File: config.mk
export PLATFORM = sky130hd
export DESIGN_NAME = clock_route
export DESIGN_NICKNAME = d
export VERILOG_FILES = /design/src/verilog/route_pkg.sv /design/src/verilog/route_cmd_if.sv /design/src/verilog/clock_route.sv /design/src/verilog/route_entry.sv
export VERILOG_INCLUDE_DIRS = /design/src /design/src/verilog
export SDC_FILE = /design/constraint.sdc
export NUM_CORES = 1
export LEC_CHECK = 0
export BUFFER_PORTS_ARGS = -buffer_cell sky130_fd_sc_hd__buf_2
export CAP_MARGIN = 20
export CORE_MARGIN = 1
export CORE_UTILIZATION = 50
export DETAILED_ROUTE_END_ITERATION = 6
export GPL_ROUTABILITY_DRIVEN = 0
export HOLD_SLACK_MARGIN = 0.12
export PLACE_DENSITY_LB_ADDON = 0.25
export SYNTH_ARGS = -nofsm -noshare
export SYNTH_HDL_FRONTEND = slang
export SYNTH_SLANG_ARGS = --single-unit
File: constraint.sdc
create_clock -name REF_CLK -period 2.2 [get_ports REF_CLK]
set_clock_uncertainty 0.05 [all_clocks]
set_input_delay 0.22 -clock REF_CLK [delete_from_list [all_inputs] [get_ports REF_CLK]]
set_output_delay 0.22 -clock REF_CLK [all_outputs]
set_load 0.02 [all_outputs]
File: src/verilog/route_regs.svh
// register offsets, field positions and reset values of the clock routing
// block; assumes a 32-bit word bus with one register per aligned word
// Behaviour
// - a six-bit channel index picks which routing entry an access touches
// - power reset clears every entry, calendar included; watchdog differs
// - user reset restores only unlocked entries, the calendar entry only while its route is off
// - after power reset watchdog picks generator two, on from nv enable
// - after power reset watchdog lock equals the nv always-on bit
// - user reset on unlocked watchdog: generator two, on from nv enable
// - index codes: fll 0, pll 1, watchdog 3, calendar 4, ... events 7-18
// - index two routes the slow lock-timer clock of the pll
// - a set lock blocks writes to its entry until power reset and flags its generator in GEN_LOCKED; only generators 1 to 8 get flagged
`ifndef ROUTE_REGS_SVH
`define ROUTE_REGS_SVH
// register indices as printed; byte address is four times the index
`define IDX_CTRL        2'h0
`define IDX_STATUS      2'h1
`define IDX_ROUTE       2'h2
`define ADDR_CTRL       8'h00
`define ADDR_STATUS     8'h04
`define ADDR_ROUTE      8'h08
// field positions of the routing word
`define F_INDEX_LO      0
`define F_INDEX_HI      5
`define F_GEN_LO        8
`define F_GEN_HI        11
`define F_ON            14
`define F_LOCK          15
`define F_USER_RST      0
// channel codes
`define CH_FLL_REF      6'h00
`define CH_PLL_REF      6'h01
`define CH_PLL_TIMER    6'h02
`define CH_WATCHDOG     6'h03
`define CH_CALENDAR     6'h04
`define CH_EXT_IRQ      6'h05
`define CH_SERIAL_BUS   6'h06
`define CH_EVENT_FIRST  6'h07
`define CH_EVENT_LAST   6'h12
`define NUM_CHANNELS    19
`define NUM_GENS        9
// reset values
`define GEN_RESET       4'h0
`define GEN_WATCHDOG    4'h2
`define ROUTE_IDLE      1'b0
// cycles after power reset before nv straps are trusted
`define INIT_WAIT       2'h3
`endif
File: src/verilog/route_pkg.sv
// types shared by the clock routing block
// assumes route_regs.svh is included by the design files
package route_pkg;
    typedef logic [3:0] gen_t;
    typedef logic [5:0] chan_t;
    typedef enum logic [1:0] {
        KIND_OTHER    = 2'b00,
        KIND_WATCHDOG = 2'b01,
        KIND_CALENDAR = 2'b10
    } chan_kind_t;
endpackage

File: src/verilog/route_cmd_if.sv
// command carrier from the bus side to the per-channel routing entries
// assumes one driver (the top) and many readers (the entries)
`timescale 1ns/1ns
interface route_cmd_if;
    import route_pkg::*;
    logic  wr_en;
    chan_t wr_index;
    gen_t  wr_gen;
    logic  wr_on;
    logic  wr_lock;
    logic  user_rst;
    logic  wdt_init;
    logic  nv_enable;
    logic  nv_always_on;
    modport ctrl  (output wr_en, wr_index, wr_gen, wr_on, wr_lock,
                   user_rst, wdt_init, nv_enable, nv_always_on);
    modport entry (input  wr_en, wr_index, wr_gen, wr_on, wr_lock,
                   user_rst, wdt_init, nv_enable, nv_always_on);
endinterface // route_cmd_if

File: src/verilog/clock_route.sv
// generic clock routing table with an ahb-lite register slave
// assumes one master, whole-word single transfers, nv straps static pins
//
// Local design decisions: the address map and the AHB-Lite slave port.
`timescale 1ns/1ns
`include "route_regs.svh"
module clock_route
    import route_pkg::*;
(
    // clock and power reset
    input  wire logic        REF_CLK,
    input  wire logic        RST,
    // ahb-lite slave
    input  wire logic        HSEL,
    input  wire logic [31:0] HADDR,
    input  wire logic [1:0]  HTRANS,
    input  wire logic        HWRITE,
    input  wire logic [2:0]  HSIZE,
    input  wire logic [31:0] HWDATA,
    input  wire logic        HREADY,
    output logic      [31:0] HRDATA,
    output logic             HREADYOUT,
    output logic             HRESP,
    // user reset request and nonvolatile straps, asynchronous pins
    input  wire logic        USER_RST_REQ,
    input  wire logic        NV_WDT_ENABLE,
    input  wire logic        NV_WDT_ALWAYS_ON,
    // routing state
    output logic      [75:0] ROUTE_GEN,
    output logic      [18:0] ROUTE_ON,
    output logic      [18:0] ROUTE_LOCK,
    output logic      [8:0]  GEN_LOCKED
);
    route_cmd_if cmd ();

    // pin synchronisers: two flops per pin, only the second one is read
    logic [1:0] urst_sync_ff;
    logic [1:0] nven_sync_ff;
    logic [1:0] nvaon_sync_ff;

    // user reset request; a level, applied while it stays high
    always_ff @(posedge REF_CLK) begin
        urst_sync_ff <= {urst_sync_ff[0], USER_RST_REQ};
    end

    // watchdog enable strap; static, but asynchronous to this clock
    always_ff @(posedge REF_CLK) begin
        nven_sync_ff <= {nven_sync_ff[0], NV_WDT_ENABLE};
    end

    // watchdog always-on strap; static, but asynchronous to this clock
    always_ff @(posedge REF_CLK) begin
        nvaon_sync_ff <= {nvaon_sync_ff[0], NV_WDT_ALWAYS_ON};
    end

    // power reset settle counter: the strap synchronisers hold no reset,
    // so the watchdog entry waits until both flops carry the strap value
    logic [1:0] init_ff;
    wire        init_busy = (init_ff != 2'h0);
    wire        init_load = (init_ff == 2'h1);  // last count: load watchdog
    always_ff @(posedge REF_CLK) begin
        if (RST) begin
            init_ff <= `INIT_WAIT;
        end else if (init_busy) begin
            init_ff <= init_ff - 2'h1;
        end
    end

    // address phase capture; a transfer counts only when the bus is ready
    logic       dp_wr_ff;
    logic       dp_rd_ff;
    logic [7:0] dp_addr_ff;
    wire        ap_take = HSEL && HTRANS[1] && HREADY;
    wire        ap_rd   = ap_take && !HWRITE;
    wire        ap_wr   = ap_take && HWRITE;

    // data phase flags; the word address is kept, byte lanes ignored
    always_ff @(posedge REF_CLK) begin
        if (RST) begin
            dp_wr_ff   <= 1'b0;
            dp_rd_ff   <= 1'b0;
            dp_addr_ff <= 8'h00;
        end else begin
            dp_wr_ff   <= ap_wr;
            dp_rd_ff   <= ap_rd;
            if (ap_take) begin
                dp_addr_ff <= {HADDR[7:2], 2'b00};
            end
        end
    end

    // write decode in the data phase, where the write data stand
    wire wr_ctrl  = dp_wr_ff && (dp_addr_ff == `ADDR_CTRL);
    wire wr_route = dp_wr_ff && (dp_addr_ff == `ADDR_ROUTE);

    // user reset: control bit or synchronised pin, both act the same way
    wire sw_reset = wr_ctrl && HWDATA[`F_USER_RST];
    wire user_rst = sw_reset || urst_sync_ff[1];

    // selected channel index; a user reset points it back at channel 0
    chan_t index_ff;
    always_ff @(posedge REF_CLK) begin
        if (RST || user_rst) begin
            index_ff <= 6'h00;
        end else if (wr_route) begin
            index_ff <= HWDATA[`F_INDEX_HI:`F_INDEX_LO];
        end
    end

    // commands to the entries; every entry sees every write and
    // compares the index against its own code
    assign cmd.wr_en        = wr_route;
    assign cmd.wr_index     = HWDATA[`F_INDEX_HI:`F_INDEX_LO];
    assign cmd.wr_gen       = HWDATA[`F_GEN_HI:`F_GEN_LO];
    assign cmd.wr_on        = HWDATA[`F_ON];
    assign cmd.wr_lock      = HWDATA[`F_LOCK];
    assign cmd.user_rst     = user_rst;
    assign cmd.wdt_init     = init_load;
    assign cmd.nv_enable    = nven_sync_ff[1];
    assign cmd.nv_always_on = nvaon_sync_ff[1];

    // entry state
    gen_t gen_q [`NUM_CHANNELS];
    logic on_q  [`NUM_CHANNELS];
    logic lock_q[`NUM_CHANNELS];

    // one entry per channel; codes 0..18, kinds by code
    // only the watchdog and calendar entries differ on reset;
    // every other code, the pll timer one too, is a plain entry
    genvar gi;
    generate
        for (gi = 0; gi < `NUM_CHANNELS; gi++) begin : g_ch
            localparam chan_t CHC = chan_t'(gi);
            localparam chan_kind_t KD =
                (CHC == `CH_WATCHDOG) ? KIND_WATCHDOG :
                (CHC == `CH_CALENDAR) ? KIND_CALENDAR :
                KIND_OTHER;                  // pll timer is plain
            route_entry #(.CH(CHC), .KIND(KD)) u_entry (
                .clk     (REF_CLK),
                .rst     (RST),
                .cmd     (cmd),
                .gen_ff  (gen_q[gi]),
                .on_ff   (on_q[gi]),
                .lock_ff (lock_q[gi])
            );
            assign ROUTE_GEN[gi*4 +: 4] = gen_q[gi];
            assign ROUTE_ON[gi]         = on_q[gi];
            assign ROUTE_LOCK[gi]       = lock_q[gi];
        end
    endgenerate

    // generator lock: set with a channel lock, never for generator 0;
    // codes past the table count as locked so no lock is set for them
    wire        ch_ok    = (cmd.wr_index <= `CH_EVENT_LAST);
    wire [4:0]  wr_slot  = cmd.wr_index[4:0];
    wire        ch_lock  = ch_ok ? lock_q[wr_slot] : 1'b1;
    wire        ch_open  = ch_ok && !ch_lock;
    wire        gen_ok   = (cmd.wr_gen != 4'h0) && (cmd.wr_gen < 4'h9);
    wire        lock_gen = wr_route && cmd.wr_lock && ch_open && gen_ok;
    wire        wdt_gl   = cmd.wdt_init && cmd.nv_always_on;
    logic [8:0] gen_lock_ff;

    // generator lock flops; only a power reset clears them
    always_ff @(posedge REF_CLK) begin
        if (RST) begin
            gen_lock_ff <= 9'h000;
        end else begin
            if (lock_gen) begin
                gen_lock_ff[cmd.wr_gen] <= 1'b1;
            end
            if (wdt_gl) begin
                gen_lock_ff[`GEN_WATCHDOG] <= 1'b1;
            end
        end
    end
    assign GEN_LOCKED = gen_lock_ff;

    // read mux for the selected entry; codes past the table read
    // back the index alone, with generator, on and lock as zero
    wire        sel_ok = (index_ff <= `CH_EVENT_LAST);
    wire [4:0]  sel    = index_ff[4:0];
    wire [15:0] route_word = sel_ok ?
        {lock_q[sel], on_q[sel], 2'b00, gen_q[sel], 2'b00, index_ff} :
        {10'h000, index_ff};

    // only the routing word reads back; control and status read zero
    wire [31:0] rd_data = (dp_addr_ff == `ADDR_ROUTE) ?
        {16'h0000, route_word} : 32'h0000_0000;

    // bus response: reads take one wait state so the read mux settles
    // behind the registered address; writes complete with no wait
    always_ff @(posedge REF_CLK) begin
        if (RST) begin
            HRDATA    <= 32'h0000_0000;
            HREADYOUT <= 1'b1;
            HRESP     <= 1'b0;
        end else begin
            HREADYOUT <= !ap_rd;
            HRESP     <= 1'b0;                  // always okay
            if (dp_rd_ff) begin
                HRDATA <= rd_data;
            end
        end
    end
endmodule // clock_route

File: src/verilog/route_entry.sv
// one channel's routing entry: generator pick, route on, write lock
// assumes commands from route_cmd_if, same clock, synchronous reset
`timescale 1ns/1ns
`include "route_regs.svh"
module route_entry
    import route_pkg::*;
#(
    parameter chan_t      CH   = 6'h00,
    parameter chan_kind_t KIND = KIND_OTHER
) (
    // clock and power reset
    input  wire logic   clk,
    input  wire logic   rst,
    // commands
    route_cmd_if.entry  cmd,
    // entry state
    output gen_t        gen_ff,
    output logic        on_ff,
    output logic        lock_ff
);
    // this entry is addressed by a write that the lock does not block
    wire hit_wr = cmd.wr_en && (cmd.wr_index == CH) && !lock_ff;
    wire is_wdt = (KIND == KIND_WATCHDOG);
    wire is_cal = (KIND == KIND_CALENDAR);

    gen_t nxt_gen;
    logic nxt_on;
    logic nxt_lock;

    // next entry value
    always_comb begin
        nxt_gen  = gen_ff;
        nxt_on   = on_ff;
        nxt_lock = lock_ff;                      // user reset keeps it
        if (cmd.wdt_init && is_wdt) begin
            nxt_gen  = `GEN_WATCHDOG;
            nxt_on   = cmd.nv_enable;
            nxt_lock = cmd.nv_always_on;
        end else if (cmd.user_rst && !lock_ff) begin
            if (is_wdt) begin
                nxt_gen = `GEN_WATCHDOG;
                nxt_on  = cmd.nv_enable;
            end else if (is_cal) begin
                if (!on_ff) begin
                    nxt_gen = `GEN_RESET;
                    nxt_on  = `ROUTE_IDLE;
                end
            end else begin
                nxt_gen = `GEN_RESET;
                nxt_on  = `ROUTE_IDLE;
            end
        end else if (hit_wr) begin
            nxt_gen  = cmd.wr_gen;
            nxt_on   = cmd.wr_on;
            nxt_lock = cmd.wr_lock;
        end
    end

    // entry flops; power reset clears all, watchdog loaded after straps settle
    always_ff @(posedge clk) begin
        if (rst) begin
            gen_ff  <= `GEN_RESET;
            on_ff   <= `ROUTE_IDLE;
            lock_ff <= 1'b0;
        end else begin
            gen_ff  <= nxt_gen;
            on_ff   <= nxt_on;
            lock_ff <= nxt_lock;
        end
    end
endmodule // route_entry

# Word level (Yosys, flattened, before mapping)
# Index checks and enable logic that the tools add are counted.
word_totals:
  ff_bits: 178
  latch_bits: 0
  mem_bits_rw: 0
  rom_bits: 0
  input_bits: 77
  word_cells: 296
  memories: 0
classes:
  n_addsub: 1
  mul: 0
  div_mod_pow: 0
  order_cmp: 7
  eq_ne: 22
  shifts: 0
  n_mux: 34
  bitwise: 21
  reduce_logical: 141
op_table:
  columns: ["op", "n"]
  rows:
  - ["logical AND 1 bit", 71]
  - ["equality test 6 x 4 -> 1 bit (second input constant)", 8]
  - ["AND reduction 2 bit", 20]
  - ["OR reduction 2 bit", 17]
  - ["two-way mux 16 bit", 2]
  - ["equality test 6 x 3 -> 1 bit (second input constant)", 4]
  - ["zero test 1 bit", 22]
  - ["binary-select mux 4 bit (select 5 bit)", 1]
  - ["two-way mux 4 bit", 5]
  - ["equality test 6 x 2 -> 1 bit (second input constant)", 3]
  - ["equality test 6 x 5 -> 1 bit (second input constant)", 3]
  - ["two-way mux 1 bit", 18]
  - ["inverter 1 bit", 18]
  - ["binary-select mux 1 bit (select 5 bit)", 3]
  - [">= comparator 6 bit (second input constant)", 2]
  - ["less-or-equal comparator 6 x 5 -> 1 bit (second input constant)", 2]
  - ["inverter 5 -> 6 bit", 2]
  - ["OR 9 bit", 1]
  - ["zero test 8 bit", 1]
  - ["nonzero test 2 bit", 4]
  - ["equality test 6 x 1 -> 1 bit (second input constant)", 1]
  - ["zero test 6 bit", 1]
  - ["two-way mux 2 bit", 3]
  - ["< comparator 4 x 5 -> 1 bit (second input constant)", 1]
  - ["11 further kinds", 13]

# Logic depth before layout (Yosys ltp)
depth:
  word_depth: 11
  depth_mapped: 8
  ltp_nobuf: 5

# Cells and area by module
# From an unflattened synthesis, not the netlist that was laid out.
hier_totals:
  hier_cells: 878
  area_unflattened_um2: 9039.9
modules_own_cells:
  columns: ["mod", "n_inst", "cells_per_inst", "area_per_inst_um2", "seq_area_each_um2"]
  rows:
  - ["clock_route", 1, 287, 2934.1, 880.8]
  - ["route_entry (g_ch[0].u_entry ...)", 5, 32, 315.3, 120.1]
  - ["route_entry (g_ch[13].u_entry ...)", 2, 31, 354.1, 120.1]
  - ["route_entry (g_ch[1].u_entry ...)", 2, 32, 320.3, 120.1]
  - ["route_entry (g_ch[17].u_entry ...)", 2, 31, 317.8, 120.1]
  - ["route_entry (g_ch[11].u_entry ...)", 2, 31, 316.6, 120.1]
  - ["route_entry (g_ch[15].u_entry)", 1, 31, 336.6, 120.1]
  - ["route_entry (g_ch[12].u_entry)", 1, 31, 326.6, 120.1]
  - ["route_entry (g_ch[4].u_entry)", 1, 29, 324.1, 120.1]
  - ["route_entry (g_ch[16].u_entry)", 1, 31, 315.3, 120.1]
  - ["route_entry (g_ch[8].u_entry)", 1, 31, 312.8, 120.1]
  - ["route_entry (g_ch[3].u_entry)", 1, 28, 296.5, 120.1]

# Worst setup path after synthesis
# No wires, ideal clock.
synth_path:
  path_type: "register -> register"
  start: "register dp_addr_ff[7]"
  end: "register g_ch[4].u_entry.gen_ff[0]"
  setup_ps: 137
  t_arrival_ps: 1663
  t_required_ps: 2013
  slack_ps: 349
  stages_incl_launch_ff: 7
  path_buffers: 1
  path_cell_list: "dfxtp_1 > nor4b_2 > nand4b_1 > or4_1 > buf_2 > o31ai_2 > o32ai_1"
synth_via:
  elab_chain_len: 7
  word_cells_on_any_way: 13
  classes_between: "eq/ne: 2; mux: 1; reduce/logical: 10"
synth_lines:
  columns: ["item", "line", "source"]
  rows:
  - ["start: declaration", "clock_route.sv:72", "logic [7:0] dp_addr_ff;"]
  - ["start signal: assignment", "clock_route.sv:87", "dp_addr_ff <= {HADDR[7:2], 2'b00};"]
  - ["zero test 8 bit (no line)", null, null]
  - ["logical AND 1 bit", "clock_route.sv:93", "wire wr_ctrl = dp_wr_ff && (dp_addr_ff == `ADDR_CTRL);"]
  - ["logical AND 1 bit", "clock_route.sv:97", "wire sw_reset = wr_ctrl && HWDATA[`F_USER_RST];"]
  - ["logical OR 1 bit", "clock_route.sv:98", "wire user_rst = sw_reset || urst_sync_ff[1];"]
  - ["logical AND 1 bit", "route_entry.sv:39", "end else if (cmd.user_rst && !lock_ff) begin"]
  - ["inequality test 2 bit (no line) or nonzero test 2 bit (tied branches)", null, null]
  - ["AND reduction 2 bit (no line)", null, null]
  - ["end signal: assignment", "route_entry.sv:62", "gen_ff <= `GEN_RESET;"]
  - ["end signal: assignment", "route_entry.sv:66", "gen_ff <= nxt_gen;"]
  - ["end: declaration", "route_entry.sv:17", "output gen_t gen_ff,"]
# Parallel ways exist; a longest one is shown, timed or not.
# A chain may end at the register's enable or synchronous reset.

# Final worst setup path
layout_path:
  start: "register dp_wr_ff"
  end: "register g_ch[4].u_entry.gen_ff[1]"
layout_via:
  elab_chain_len: 6
  word_cells_on_any_way: 11
  classes_between: "eq/ne: 1; mux: 1; reduce/logical: 9"
layout_lines:
  columns: ["item", "line", "source"]
  rows:
  - ["start: declaration", "clock_route.sv:70", "logic dp_wr_ff;"]
  - ["start signal: assignment", "clock_route.sv:84", "dp_wr_ff <= ap_wr;"]
  - ["logical AND 1 bit", "clock_route.sv:93", null]
  - ["logical AND 1 bit", "clock_route.sv:97", null]
  - ["logical OR 1 bit", "clock_route.sv:98", null]
  - ["logical AND 1 bit", "route_entry.sv:39", null]
  - ["inequality test 2 bit (no line) or nonzero test 2 bit (tied branches)", null, null]
  - ["AND reduction 2 bit (no line)", null, null]
# Parallel ways exist; a longest one is shown, timed or not.

==> flow_results.org <==
** Status
- Run status :: finished clean

** Global route
- GRT Overall Usage :: 0.282
- The number of global-route vias before repair was ~5800.
- Entering global routing, the biggest net connects 45 pins.
- Number of antenna violations at the first check in global routing :: 1
- First-pass GRT wire length :: 33.8 mm
- Grt ovf :: 0

** Floorplanning
- Die Area :: approximately 0.016 mm²
- Measured along the x axis, the die boundary spans around 130 µm.
- For this design the top-level I/O count stands at roughly 230.
- Effective utilization at floorplan :: 0.520
- Placeable Area :: between 0.01 and 0.015 mm²
- The die is 126 µm tall.
- After floorplanning, the core was divided into 44 placement rows.

** Finish
- From synthesis to final layout, the design area changed by 21.1%.
- The sequential cells in the finished layout cover a total of ~0.0032 mm².
- Of the cells placed in the final design, the portion with a size suffix greater than 1 is 0.296.
- After filler insertion, the fill cell instance count of the layout stands at between 1000 and 1500.
- The finished layout holds about 1100 standard cells, fillers aside.
- Total area of multi-input combinational cells :: between 0.003 and 0.004 mm²
- The final layout contains between 1000 and 1500 nets.

** Logic synthesis
- By area the synthesized netlist is led by dfxtp_1 (41%), mux2i_1 (13%), mux4_2 (6.5%), buf_4 (6.1%), nor2_1 (5.7%).
- After synthesis the netlist holds a flip-flop and latch count of between 150 and 200.
- For this run, the number of Yosys warnings is 0.
- Synth unique cells :: 64
- After synthesis, the share of flip-flops with an asynchronous set or reset is 0.
- Cell with the most instances after synthesis :: dfxtp_1
- Commonest register cell after synthesis :: dfxtp_1
- Of the post-synthesis cell area, the dominant cell type holds 0.412.
- In the synthesized netlist, the cells that appear most often are dfxtp_1 (158), nor2_1 (117), mux2i_1 (103).
- Mean area per synthesized cell :: 9.57 µm²
- Synthesis produced 802 cells.
- For this run, the register share of the synthesized area comes to 0.412.
- The biggest area contributor in the post-synthesis netlist is dfxtp_1.
- In this run, synthesis inferred 0 flip-flops with an integrated enable.
- The synthesized netlist occupies a cell area of 0.00767 mm².

** Drt
- Routed WL :: approximately 22 mm
- Residual DRC :: 0
- The first detailed-routing pass ran for 6 iterations.
- In the final routed layout, each cell accounts on average for about 19 µm.
- After the first detailed-routing iteration, the DRC count stood at a little over 600.
- Routed vias :: between 6000 and 7000
- Avg Vias per Cell :: between 5 and 6
- In this run the remaining antenna-violating nets after routing total 0.

** Pwr
- Part of the power in registers :: 0.443
- In this run the power density over the cells is 709 mW/mm².
- Leakage Power :: between 0.004 and 0.005 µW
- Switching share of total power :: 0.227
- Of the total power, combinational logic draws 0.065.
- The share of total power dissipated in the clock network is 0.492.
- The worst-case IR drop observed on VDD is 0.778 mV.
- Switching power summed over all nets :: approximately 1500 µW
- The internal portion of the total power is ~5100 µW.
- Total power for the finished layout comes to approximately 6600 µW.

** Placed design
- Quantity of I/O buffers inserted on ports :: 162
- The number of placed instances, taps included, is 1100.
- Post-detailed-placement half-perimeter wirelength :: roughly 16 mm

** Timing
- Measured against its own limit, the worst slew margin works out to 0.542.
- Final worst path period need :: roughly 2.1 ns
- Portion of the clock cycle consumed by the worst path in the final layout :: 0.962
- Setup total negative slack :: 0 ns
- Setup violations remaining at the end of the flow were counted as 0.
- Final hold analysis gives a worst-case slack of between 0.1 and 0.15 ns.
- Final Max Slew Viols :: 0
- Slew of the pin with the lowest slew margin :: between 0.6 and 0.7 ns
- Unrepaired setup endpoints after global routing :: no
- The final count of hold timing violations came to 0.
- Upper clock frequency limit :: 472 MHz

** Critical path
- Traced cell by cell, the critical path runs through nor4b_2, buf_4, nand4b_1, or4_1, o31ai_2, o32ai_1.
- Sort of element at the start of the critical path :: flop
- Number of cells on the worst reg-to-reg path :: 6
- Slowest stage cell on the critical path :: or4_1
- The worst setup path is captured at a flop.
- Largest fanout of any net on the critical path :: 6
- Stage delay of the slowest cell on the critical path :: 0.60 ns
- Arrival time worst endpoint :: approximately 2.4 ns
- Setup Crit Path Kind :: flop to flop
- Crit path required time :: 2.45 ns

** Clocking
- For the worst-skew pair, the clock arrives at the later sink with an insertion delay of about 0.43 ns.
- Sinks on the clock net :: about 160
- The H-tree generated during clock tree synthesis spans 4 levels.
- No sink is reached through more buffers than the 2 on the longest clock path.
- After clock tree synthesis, the clock-pin slew on the worst setup and hold paths is approximately 0.060 ns.
- Number of CTS-inserted buffers :: 17
- CTS Root Cell :: clkbuf_16
- TritonCTS built the clock tree.

** Min path
- The worst hold path passes through 3 cells.
- Tightest Hold Check Type :: input pin to flop

** Run
- The tool flagged a number of max-cap violations equal to 0.
[logic make-up after synthesis]
family | Yosys count | share of synthesized area
other | 1 | 0.000489
xor gates and xnor gates | 2 | 0.00228
and+or+nand+nor | 252 | 0.170
muxes | 125 | 0.199
buffers and inverters | 149 | 0.109
DFF | 158 | 0.412
AOI/OAI and AO/OA | 113 | 0.104
adders and majority gates | 2 | 0.00326
[final timing paths]
path	startpoint	end	slack, ns
setup / recovery	dp_wr_ff$_SDFF_PP0_	g_ch[4].u_entry.gen_ff[1]$_SDFFE_PP0P_	0.08
setup reg to reg	dp_wr_ff$_SDFF_PP0_	g_ch[4].u_entry.gen_ff[1]$_SDFFE_PP0P_	0.08
hold / removal	HWDATA[10]	g_ch[16].u_entry.gen_ff[2]$_SDFFE_PP0P_	0.15
hold reg to reg	nven_sync_ff[0]$_DFF_P_	nven_sync_ff[1]$_DFF_P_	0.28
[stage by stage]
stage	utilization	worst slack (ns)	cell area (µm²)
floorplan	-	0.349	7750
global placement	0.573	0.0784	8460
detailed placement	0.573	0.0880	8460
CTS	0.628	0.0117	9270
global route	0.630	0.0163	9290
finish	0.630	0.0833	9290
[area by class of cell]
type	instances	area share
clock inverters	12	0.0206
multi-input cells	515	0.406
flip-flops and latches	158	0.341
clock buffers	19	0.0487
inverters	36	0.0145
repair buffers	224	0.145
well taps	184	0.0248
diodes	1	0.000269
[placed cells by master (no fill, tap or decap), types with 3 or more instances in the layout]
master         instances
nor2b_1               16
buf_2                162
dlygate4sd3_1         17
buf_4                 43
nand3_1                8
o311ai_0               6
mux2i_1              103
nand4b_1               3
nand3b_1               3
clkinv_2               5
a22oi_1                4
nor3_1                11
nand2b_1               8
dfxtp_1              156
nand2_1               40
mux4_2                22
or3_4                  3
o22ai_1               18
nor4_1                 3
or3_1                  9
clkbuf_16             17
nor2_1               117
o21ai_0                3
nand4_1                6
o32ai_1               10
nor4_4                 4
conb_1                21
a221o_1                4
bufinv_16              5
o2111ai_1              6
a21oi_1               28
o21bai_1              18
inv_1                 36
[layer usage]
layer / wire length [µm] / track usage
met1: 9800 / 0.388
met2: 9950 / 0.434
met3: 1770 / 0.0569
met4: 569 / 0.112
met5: 0 / 0
[state kept, by name (all words and copies together), names as in the netlist, 6 cells and up]
register and flops:
g_ch.u_entry.lock_ff 19, dp_addr_ff 6, g_ch.u_entry.on_ff 19, GEN_LOCKED 9, index_ff 6, HRDATA 12
g_ch.u_entry.gen_ff 76
[power by group through the flow]
| stage | Clock [µW] | Sequential, µW | Combinational (µW) |
|---|---|---|---|
| 2_1_floorplan | 0 | 2980 | 290 |
| 3_3_place_gp | 0 | 2980 | 391 |
| 3_5_place_dp | 0 | 2980 | 394 |
| 4_1_cts | 3260 | 2920 | 419 |
| 5_1_grt | 3400 | 2920 | 456 |
| 6_report | 3240 | 2920 | 426 |
[critical path, delay by kind of cell, from the launching register on]
kind | cells | cell delay, ns
AOI/OAI and AO/OA | 2 | 0.31
buffers and inverters | 1 | 0.17
DFF | 1 | 0.41
and+or+nand+nor | 3 | 1.04
[timing repair]
action / CTS / global route
gates resized for setup: 0 / 4
hold endpoints to repair: 22 / 0
hold buffers: 17 / 0
setup endpoints to repair: 0 / 17
buffers inserted: 0 / 0
Power figures use the tool's default switching activity.
